[config.mk]
export PLATFORM = sky130hd
export DESIGN_NAME = svr_regs
export DESIGN_NICKNAME = d
export VERILOG_FILES = /design/src/design/svr_pkg.sv /design/src/design/svr_res_if.sv /design/src/design/svr_regs.sv /design/src/design/svr_result_reg.sv
export VERILOG_INCLUDE_DIRS = /design/src /design/src/design
export SDC_FILE = /design/constraint.sdc
export NUM_CORES = 1
export LEC_CHECK = 0
export ABC_AREA = 1
export BUFFER_PORTS_ARGS = -buffer_cell sky130_fd_sc_hd__clkbuf_2
export CORE_MARGIN = 5
export CORE_UTILIZATION = 40
export DETAILED_ROUTE_END_ITERATION = 16
export GPL_ROUTABILITY_DRIVEN = 0
export GPL_TIMING_DRIVEN = 1
export HOLD_SLACK_MARGIN = 0.15
export PLACE_DENSITY = 0.69
export SYNTH_ARGS = -nofsm -noshare
export SYNTH_HDL_FRONTEND = slang
export SYNTH_SLANG_ARGS = --single-unit
[constraint.sdc]
create_clock -name ref_clk_i -period 1.3 [get_ports ref_clk_i]
set_input_delay 0.26 -clock ref_clk_i [delete_from_list [all_inputs] [get_ports ref_clk_i]]
set_output_delay 0.26 -clock ref_clk_i [all_outputs]
set_load 0.05 [all_outputs]
[src/design/svr_cfg.svh]
// Purpose: addresses, field layout and reset values of the source voltage results
// Assumes: byte-wide register addresses as seen by the management host
// Notes:   definitions only
`ifndef SVR_CFG_SVH
`define SVR_CFG_SVH

`define SVR_ADDR_CH1_HI   8'h11
`define SVR_ADDR_CH1_LO   8'h12
`define SVR_ADDR_CH2_HI   8'h13
`define SVR_ADDR_CH2_LO   8'h14
`define SVR_CODE_W        11
`define SVR_CODE_LSB      5
`define SVR_RESULT_W      16
`define SVR_RESULT_RST    16'h0000
`define SVR_UNMAPPED_DATA 8'h00
`define SVR_NUM_CHAN      2

`endif

[src/design/svr_pkg.sv]
// Purpose: shared types of the source voltage result block
// Assumes: constants come from svr_cfg.svh
// Notes:   resolution encoding follows the per-channel sample-time field
`include "svr_cfg.svh"

package svr_pkg;

  typedef logic [`SVR_CODE_W-1:0]   svr_code_t;
  typedef logic [`SVR_RESULT_W-1:0] svr_result_t;

  // sample-time select: longer sample time keeps more significant code bits
  typedef enum logic [1:0] {
    SVR_RES_8B  = 2'b00,
    SVR_RES_9B  = 2'b01,
    SVR_RES_10B = 2'b10,
    SVR_RES_11B = 2'b11
  } svr_res_sel_t;

endpackage

[src/design/svr_res_if.sv]
// Purpose: carries one channel's conversion result into its result register
// Assumes: all signals on ref_clk_i
// Notes:   done is a one-cycle pulse from the conversion sequencer
`timescale 1ns/1ps

interface svr_res_if;
  import svr_pkg::*;

  svr_code_t    code;
  logic         done;
  svr_res_sel_t sel;
  logic         enable;
  svr_result_t  result;

  modport reg_side (
    input  code,
    input  done,
    input  sel,
    input  enable,
    output result
  );

  modport top_side (
    output code,
    output done,
    output sel,
    output enable,
    input  result
  );
endinterface

[src/design/svr_regs.sv]
// Purpose: source voltage result registers of both channels, byte read port
// Assumes: sequencer inputs and host read strobe are on ref_clk_i
// Notes:   reading a high byte freezes the matching low byte for a coherent pair
//
// How it works
// - ch1 result at 11h high, 12h low
// - ch2 result at 13h high, 14h low
// - low five bits always read zero
// - unsigned code, 19.531 mV per count
// - single-channel part: ch2 reads all zero
// - sample-time select sets reported resolution
`timescale 1ns/1ps
`include "svr_cfg.svh"

module svr_regs
  import svr_pkg::*;
#(
  parameter bit DUAL_CHANNEL = 1'b1,
  parameter int CODE_W       = `SVR_CODE_W
) (
  input  wire logic         ref_clk_i,
  input  wire logic         reset_i,
  input  wire logic [10:0]  ch1_conv_code_i,
  input  wire logic         ch1_conv_done_i,
  input  wire logic [1:0]   ch1_source_sample_time_sel_i,
  input  wire logic [10:0]  ch2_conv_code_i,
  input  wire logic         ch2_conv_done_i,
  input  wire logic [1:0]   ch2_source_sample_time_sel_i,
  input  wire logic         reg_rd_i,
  input  wire logic [7:0]   reg_addr_i,
  output logic      [7:0]   reg_rdata_o,
  output logic              reg_rvalid_o,
  output logic      [15:0]  ch1_source_volt_code_o,
  output logic      [15:0]  ch2_source_volt_code_o
);

  if (CODE_W != `SVR_CODE_W) begin : g_bad_width
    $error("svr_regs: code width must be 11");
  end

  svr_res_if chan_if [`SVR_NUM_CHAN] ();

  svr_code_t    codes [`SVR_NUM_CHAN];
  logic         dones [`SVR_NUM_CHAN];
  svr_res_sel_t sels  [`SVR_NUM_CHAN];
  svr_result_t  res   [`SVR_NUM_CHAN];

  always_comb begin
    codes[0] = ch1_conv_code_i;
    codes[1] = ch2_conv_code_i;
    dones[0] = ch1_conv_done_i;
    dones[1] = ch2_conv_done_i;
    sels[0]  = svr_res_sel_t'(ch1_source_sample_time_sel_i);
    sels[1]  = svr_res_sel_t'(ch2_source_sample_time_sel_i);
  end

  for (genvar c = 0; c < `SVR_NUM_CHAN; c++) begin : g_chan
    assign chan_if[c].code   = codes[c];
    assign chan_if[c].done   = dones[c];
    assign chan_if[c].sel    = sels[c];
    assign chan_if[c].enable = (c == 0) ? 1'b1 : DUAL_CHANNEL;
    assign res[c]            = chan_if[c].result;

    svr_result_reg u_reg (
      .ref_clk_i (ref_clk_i),
      .reset_i   (reset_i),
      .res       (chan_if[c])
    );
  end

  assign ch1_source_volt_code_o = res[0];
  assign ch2_source_volt_code_o = res[1];

  // read path with low-byte hold
  logic [7:0] rdata_r;
  logic [7:0] rdata_nxt;
  logic       rvalid_r;
  logic       rvalid_nxt;
  logic [7:0] lo_hold_r;
  logic [7:0] lo_hold_nxt;
  logic       hold_vld_r;
  logic       hold_vld_nxt;
  logic       hold_ch_r;
  logic       hold_ch_nxt;

  // hold avoids a tear when a conversion lands between the two byte reads
  always_comb begin
    rdata_nxt    = rdata_r;
    rvalid_nxt   = reg_rd_i;
    lo_hold_nxt  = lo_hold_r;
    hold_vld_nxt = hold_vld_r;
    hold_ch_nxt  = hold_ch_r;
    if (reg_rd_i) begin
      hold_vld_nxt = 1'b0;
      case (reg_addr_i)
        `SVR_ADDR_CH1_HI: begin
          rdata_nxt    = res[0][15:8];
          lo_hold_nxt  = res[0][7:0];
          hold_vld_nxt = 1'b1;
          hold_ch_nxt  = 1'b0;
        end
        `SVR_ADDR_CH1_LO: begin
          rdata_nxt = (hold_vld_r && !hold_ch_r) ? lo_hold_r : res[0][7:0];
        end
        `SVR_ADDR_CH2_HI: begin
          rdata_nxt    = res[1][15:8];
          lo_hold_nxt  = res[1][7:0];
          hold_vld_nxt = 1'b1;
          hold_ch_nxt  = 1'b1;
        end
        `SVR_ADDR_CH2_LO: begin
          rdata_nxt = (hold_vld_r && hold_ch_r) ? lo_hold_r : res[1][7:0];
        end
        default: begin
          rdata_nxt = `SVR_UNMAPPED_DATA;
        end
      endcase
    end
  end

  always_ff @(posedge ref_clk_i or posedge reset_i) begin
    if (reset_i) begin
      rdata_r    <= 8'h00;
      rvalid_r   <= 1'b0;
      lo_hold_r  <= 8'h00;
      hold_vld_r <= 1'b0;
      hold_ch_r  <= 1'b0;
    end else begin
      rdata_r    <= rdata_nxt;
      rvalid_r   <= rvalid_nxt;
      lo_hold_r  <= lo_hold_nxt;
      hold_vld_r <= hold_vld_nxt;
      hold_ch_r  <= hold_ch_nxt;
    end
  end

  assign reg_rdata_o  = rdata_r;
  assign reg_rvalid_o = rvalid_r;

endmodule

[src/design/svr_result_reg.sv]
// Purpose: holds one channel's latest source voltage result, left-justified
// Assumes: code arrives already averaged; done pulses once per conversion
// Notes:   a disabled channel holds zero for good
`timescale 1ns/1ps
`include "svr_cfg.svh"

module svr_result_reg
  import svr_pkg::*;
(
  input  wire logic ref_clk_i,
  input  wire logic reset_i,
  svr_res_if.reg_side res
);

  svr_result_t result_r;
  svr_result_t result_nxt;

  // drop code bits below the resolution the sample time supports
  function automatic svr_code_t svr_trim(input svr_code_t code, input svr_res_sel_t sel);
    svr_code_t mask;
    mask = '1;
    case (sel)
      SVR_RES_8B:  mask = 11'h7F8;
      SVR_RES_9B:  mask = 11'h7FC;
      SVR_RES_10B: mask = 11'h7FE;
      SVR_RES_11B: mask = 11'h7FF;
      default:     mask = 11'h7FF;
    endcase
    return code & mask;
  endfunction

  always_comb begin
    result_nxt = result_r;
    if (!res.enable) begin
      result_nxt = `SVR_RESULT_RST;
    end else if (res.done) begin
      // unsigned code, 1 lsb = 19.531 mV, bits 4:0 forced low
      result_nxt = {svr_trim(res.code, res.sel), 5'h00};
    end
  end

  always_ff @(posedge ref_clk_i or posedge reset_i) begin
    if (reset_i) begin
      result_r <= `SVR_RESULT_RST;
    end else begin
      result_r <= result_nxt;
    end
  end

  assign res.result = result_r;

endmodule

# --- Yosys cells after proc, flatten, opt, wreduce, memory -nomap -nowiden ---
# Cells that the tools add are included.
classes:
  n_addsub: 0
  n_mul: 0
  div: 0
  order_cmp: 0
  eq_ne: 10
  n_shift: 0
  muxes: 10
  n_bitwise: 2
  n_reduce_logical: 8
op_table:
  columns: ["op", "count"]
  rows:
  - ["one-hot mux 11 bit (4 select lines)", 2]
  - ["equality test 8 x 5 -> 1 bit, second input constant", 4]
  - ["one-hot mux 8 bit (4 select lines)", 1]
  - ["AND 11 bit", 2]
  - ["two-way mux 11 bit", 2]
  - ["two-way mux 8 bit", 2]
  - ["one-hot mux 8 bit (2 select lines)", 1]
  - ["equality test 2 bit, second input constant", 4]
  - ["equality test 2 x 1 -> 1 bit, second input constant", 2]
  - ["zero test 2 bit", 2]
  - ["logical AND 1 bit", 2]
  - ["one-hot mux 1 bit (2 select lines)", 1]
  - ["AND reduction 2 bit", 1]
  - ["nonzero test 2 bit", 1]
  - ["OR reduction 2 bit", 1]
  - ["zero test 1 bit", 1]
  - ["two-way mux 1 bit", 1]
word_totals:
  regBits: 41
  latchBits: 0
  ramBits: 0
  mem_bits_ro: 0
  inputBits: 39
  output_inout_bits: 41
  memories: 0

# --- Logic depth before layout (Yosys ltp) ---
logic_depth:
  depth_word: 4
  depth_mapped: 9
  depth_no_buf: 8

# --- Modules after synthesis ---
# From an unflattened synthesis, not the netlist that was laid out.
hier_totals:
  cells_unflattened: 347
  area_unflattened_um2: 2427.3
modules_own_cells:
  columns: ["mod", "n_inst", "cells_each", "area_each_um2"]
  rows:
  - ["svr_regs", 1, 231, 1451.4]
  - ["svr_result_reg", 2, 58, 488.0]

# --- Least setup slack after synthesis ---
# Ideal clock, no wire load.
synth_timing:
  path_type: "reg-to-reg"
  from: "register g_chan[1].u_reg.result_r[5]"
  to: "register rdata_r[5], in the netlist reg_rdata_o[5]"
  setup_time_ns: 0.123
  t_arrival_ns: 1.030
  slack_ns: 0.147
  stages_incl_launch_ff: 7
  n_path_buf: 0
  synth_period_minus_slack_ns: 1.153
  path_cell_list: "dfrtp_1 nand2_1 nand2_1 nand3_1 nand2_1 o21ai_0 nand2_1"
synth_between:
  elab_chain_cells: 2
synth_rtl:
  columns: ["element", "line_no", "rtl"]
  rows:
  - ["start: declaration", "svr_result_reg.sv:15", "svr_result_t result_r;"]
  - ["start signal: assignment", "svr_result_reg.sv:44", "result_r <= `SVR_RESULT_RST;"]
  - ["start signal: assignment", "svr_result_reg.sv:46", "result_r <= result_nxt;"]
  - ["two-way mux 8 bit", "svr_regs.sv:112", "rdata_nxt = (hold_vld_r && hold_ch_r) ? lo_hold_r : res[1][7:0];"]
  - ["one-hot mux 8 bit (4 select lines)", "svr_regs.sv:95", "case (reg_addr_i)"]
  - ["end signal: assignment", "svr_regs.sv:129", "rdata_r <= rdata_nxt;"]
  - ["end: declaration", "svr_regs.sv:75", "logic [7:0] rdata_r;"]
# No other way between the ends.
# A chain may end at the register's enable or synchronous reset.

# --- Worst setup path in the final report ---
layout_timing:
  from: "register g_chan[0].u_reg.result_r[5]"
  to: "output ch1_source_volt_code_o[5]"
layout_lines:
  columns: ["element", "line_no", "rtl"]
  rows:
  - ["start: declaration", "svr_result_reg.sv:15", null]
  - ["start signal: assignment", "svr_result_reg.sv:44", null]
  - ["start signal: assignment", "svr_result_reg.sv:46", null]
  - ["end: declaration", "svr_regs.sv:33", "output logic [15:0] ch1_source_volt_code_o,"]
# No word-level cell between the ends.

==> results.py <==
metrics = {
    "floorplan": {
        "die_h_um": 77.60,
        "fp.coreArea_mm2": 0.004384,
        "die_x_um": 77.60,
        "start_util_pct": 41.70,
        "num_rows": 24,
        "die-area_mm2": 0.006022,
        "ios": 80,
    },
    "setup_path": {
        "endpoint_kind": "output pin",
        "max_stage_delay_ns": 0.42,
        "worstPathArrival_ns": 1.01,
        "critPathTopFamily": "flip-flops",
        "cp_max_fo": 4,
        "rr_worst_depth": 8,
        "crit_cells": 1,
        "cp.buffers_inverters": 1,
        "path_class": "flip-flop to output pin",
        "crit_chain": "buf_2",
        "worstPathRequired_ns": 1.04,
        "cp_slowest_cell": "dfrtp_1",
        "start_kind": "flip-flop",
    },
    "logic_synthesis": {
        "synth_common_cells": "nand2_1, dfrtp_1, inv_1, o21ai_0, nand3_1",
        "synth.avg_cell_area_um2": 8.309,
        "synth_edf_count": 0,
        "synth_cell_types": 21,
        "yosysMostFrequentCell": "nand2_1",
        "synth_top_cell_by_area": "dfrtp_1",
        "async_flop_share_pct": 100.0,
        "synthTopCellsByArea": "dfrtp_1, nand2_1, o21ai_0",
        "ys_warn_count": 0,
        "synthFlopType": "dfrtp_1",
        "synth_top_area_share_pct": 49.28,
        "synth_seq_cells": 36,
        "ys_seq_area_share_pct": 49.28,
        "synthCells": 220,
        "synth_area_mm2": 0.001828,
    },
    "drt": {
        "vias": 1634,
        "post_drt_via_cell_ratio": 4.736,
        "routedWlPerCell_um": 12.78,
        "drc": 0,
        "first_iter_violations": 64,
        "drtPass1Iterations": 6,
        "drt_wl_total_um": 4409,
        "ant_nets": 0,
    },
    "sta": {
        "finalHoldViolCount": 0,
        "slew_viol_final": 0,
        "finalCriticalPeriod_ns": 1.266,
        "clock.fmax_mhz": 789.8,
        "setup_viol": 0,
        "finalSetupTns_ns": 0,
        "skew_ns": 0.009910,
        "timing.hold.ws_ns": 0.1679,
        "min_period_over_period_pct": 97.39,
    },
    "cells_and_area": {
        "antenna_cells": 0,
        "nets": 331,
        "drive_above_1_share_pct": 33.79,
        "final_cells": 345,
        "area_growth_pct": 25.53,
        "final_core_util_pct": 52.34,
        "fill_cells": 453,
        "design_area_mm2": 0.002295,
    },
    "cts": {
        "cts_setup_buffers": 0,
        "ctsRootBufferMaster": "clkbuf_8",
        "path_clk_slew_ns": 0.08,
        "cts_buffers": 5,
        "clockBufferDepth": 2,
        "cts_tree": "built",
        "clock-sinks": 36,
        "insertion_delay_ns": 0.29,
        "h-tree-depth": 2,
    },
    "hold_path": {
        "hp-class": "input port to flip-flop",
        "whs_path_depth": 3,
    },
    "outcome": {
        "status": "finished, final reports clean",
    },
    "grt": {
        "grt_pass1_wl_um": 7659,
        "grt_max_degree": 37,
        "overflow": 0,
        "grt_use_total_pct": 15.82,
        "grt_pass1_vias": 1634,
        "grt_antenna_before_repair": 0,
    },
    "power": {
        "clkPwrFrac_pct": 30.5,
        "seqPwrFrac_pct": 46.4,
        "power.switching_uw": 953.3,
        "leakage_nw": 1.301,
        "combPwrFrac_pct": 23.2,
        "vdd_drop_max_uv": 711.9,
        "power.internal_mw": 1.786,
        "switching_share_pct": 34.80,
        "powerDensity_mw_per_mm2": 1194,
    },
    "placed_design": {
        "dpl_cell_area_mm2": 0.002185,
        "placed_cells": 336,
        "dp_hpwl_um": 3413,
        "io_buffers": 69,
    },
    "flow_run": {
        "cap_viol_max_count": 0,
    },
}
[cell families after synthesis]
family / after synthesis / share of synthesized area [%]
AOI/OAI and AO/OA: 35 / 11.02
muxes: 6 / 3.696
other: 1 / 0.2051
and+or+nand+nor: 94 / 23.00
buffers and inverters: 48 / 12.80
DFF: 36 / 49.28
[registers in the layout (all words and copies together) (netlist names)]
register and cells:
g_chan.u_reg.res.result 22, hold_ch_r 1, hold_vld_r 1, lo_hold_r 3, reg_rdata_o 8, reg_rvalid_o 1
[placed cells by master (no fill, tap or decap), types with 2 or more instances in the layout]
| cell type | instances |
|---|---|
| o21ai_1 | 5 |
| nand3_1 | 20 |
| dfrtp_1 | 34 |
| clkbuf_8 | 6 |
| o211ai_1 | 2 |
| mux2_2 | 6 |
| o22ai_1 | 6 |
| buf_4 | 5 |
| clkbuf_2 | 67 |
| nand4_1 | 2 |
| nand2_2 | 3 |
| inv_1 | 28 |
| nor2_1 | 2 |
| clkinv_2 | 2 |
| dfrtp_2 | 2 |
| conb_1 | 10 |
| o21ai_0 | 20 |
| nor2_4 | 3 |
| nand2_1 | 63 |
[routing by layer]
| metal | vias up | GRT usage [%] | share of wire (%) |
|---|---|---|---|
| met5 | - | 0 | 0 |
| met4 | 0 | 6.873 | 1.8 |
| met3 | 5 | 4.861 | 8.0 |
| met2 | 57 | 24.79 | 47 |
| met1 | 748 | 20.10 | 43 |
| li1 | 824 | - | - |
[path summary, 6_finish.rpt]
kind / startpoint / endpoint / slack [ns]
max in group asynchronous: reset_i / hold_ch_r / 0.36
min: ch1_conv_code_i[7] / g_chan[0].u_reg.res.result[12] / 0.17
min reg2reg: reg_rdata_o[2] / reg_rdata_o[2] / 0.49
max: g_chan[0].u_reg.res.result[5] / ch1_source_volt_code_o[5] / 0.03
max reg2reg: hold_ch_r / reg_rdata_o[6] / 0.14
min in group asynchronous: reset_i / g_chan[1].u_reg.res.result[12] / 0.60
[layout make-up]
class / count / area, um^2 / area share [%]
sequential: 36 / 903.4 / 39.37
multi-input combinational: 145 / 726.9 / 31.68
timing repair buffer: 75 / 395.4 / 17.23
inverter: 29 / 111.4 / 4.853
clock buffer: 6 / 82.58 / 3.599
tap: 52 / 65.06 / 2.835
clock inverter: 2 / 10.01 / 0.4362
[metrics by stage]
stage          setup slack, ns  total power, mW
5_1_grt              -0.005404            2.882
2_1_floorplan           0.1467            1.758
4_1_cts               0.007698            2.758
3_5_place_dp          -0.02752            1.924
6_report               0.03390            2.739
3_3_place_gp           0.04705            1.917
[repair_timing]
item	CTS	global route
hold buffers	1	0
resized for setup	0	9
endpoints found under the hold margin	36	0
endpoints found under the setup margin	0	5
[power by group through the flow]
stage          sequential, mW  combinational (mW)  clock (mW)
2_1_floorplan            1.50               0.255           0
3_3_place_gp             1.29               0.631           0
3_5_place_dp             1.29               0.636           0
4_1_cts                  1.27               0.640       0.851
5_1_grt                  1.28               0.691       0.907
6_report                 1.27               0.635       0.835
(Power assumes the default switching activity.)
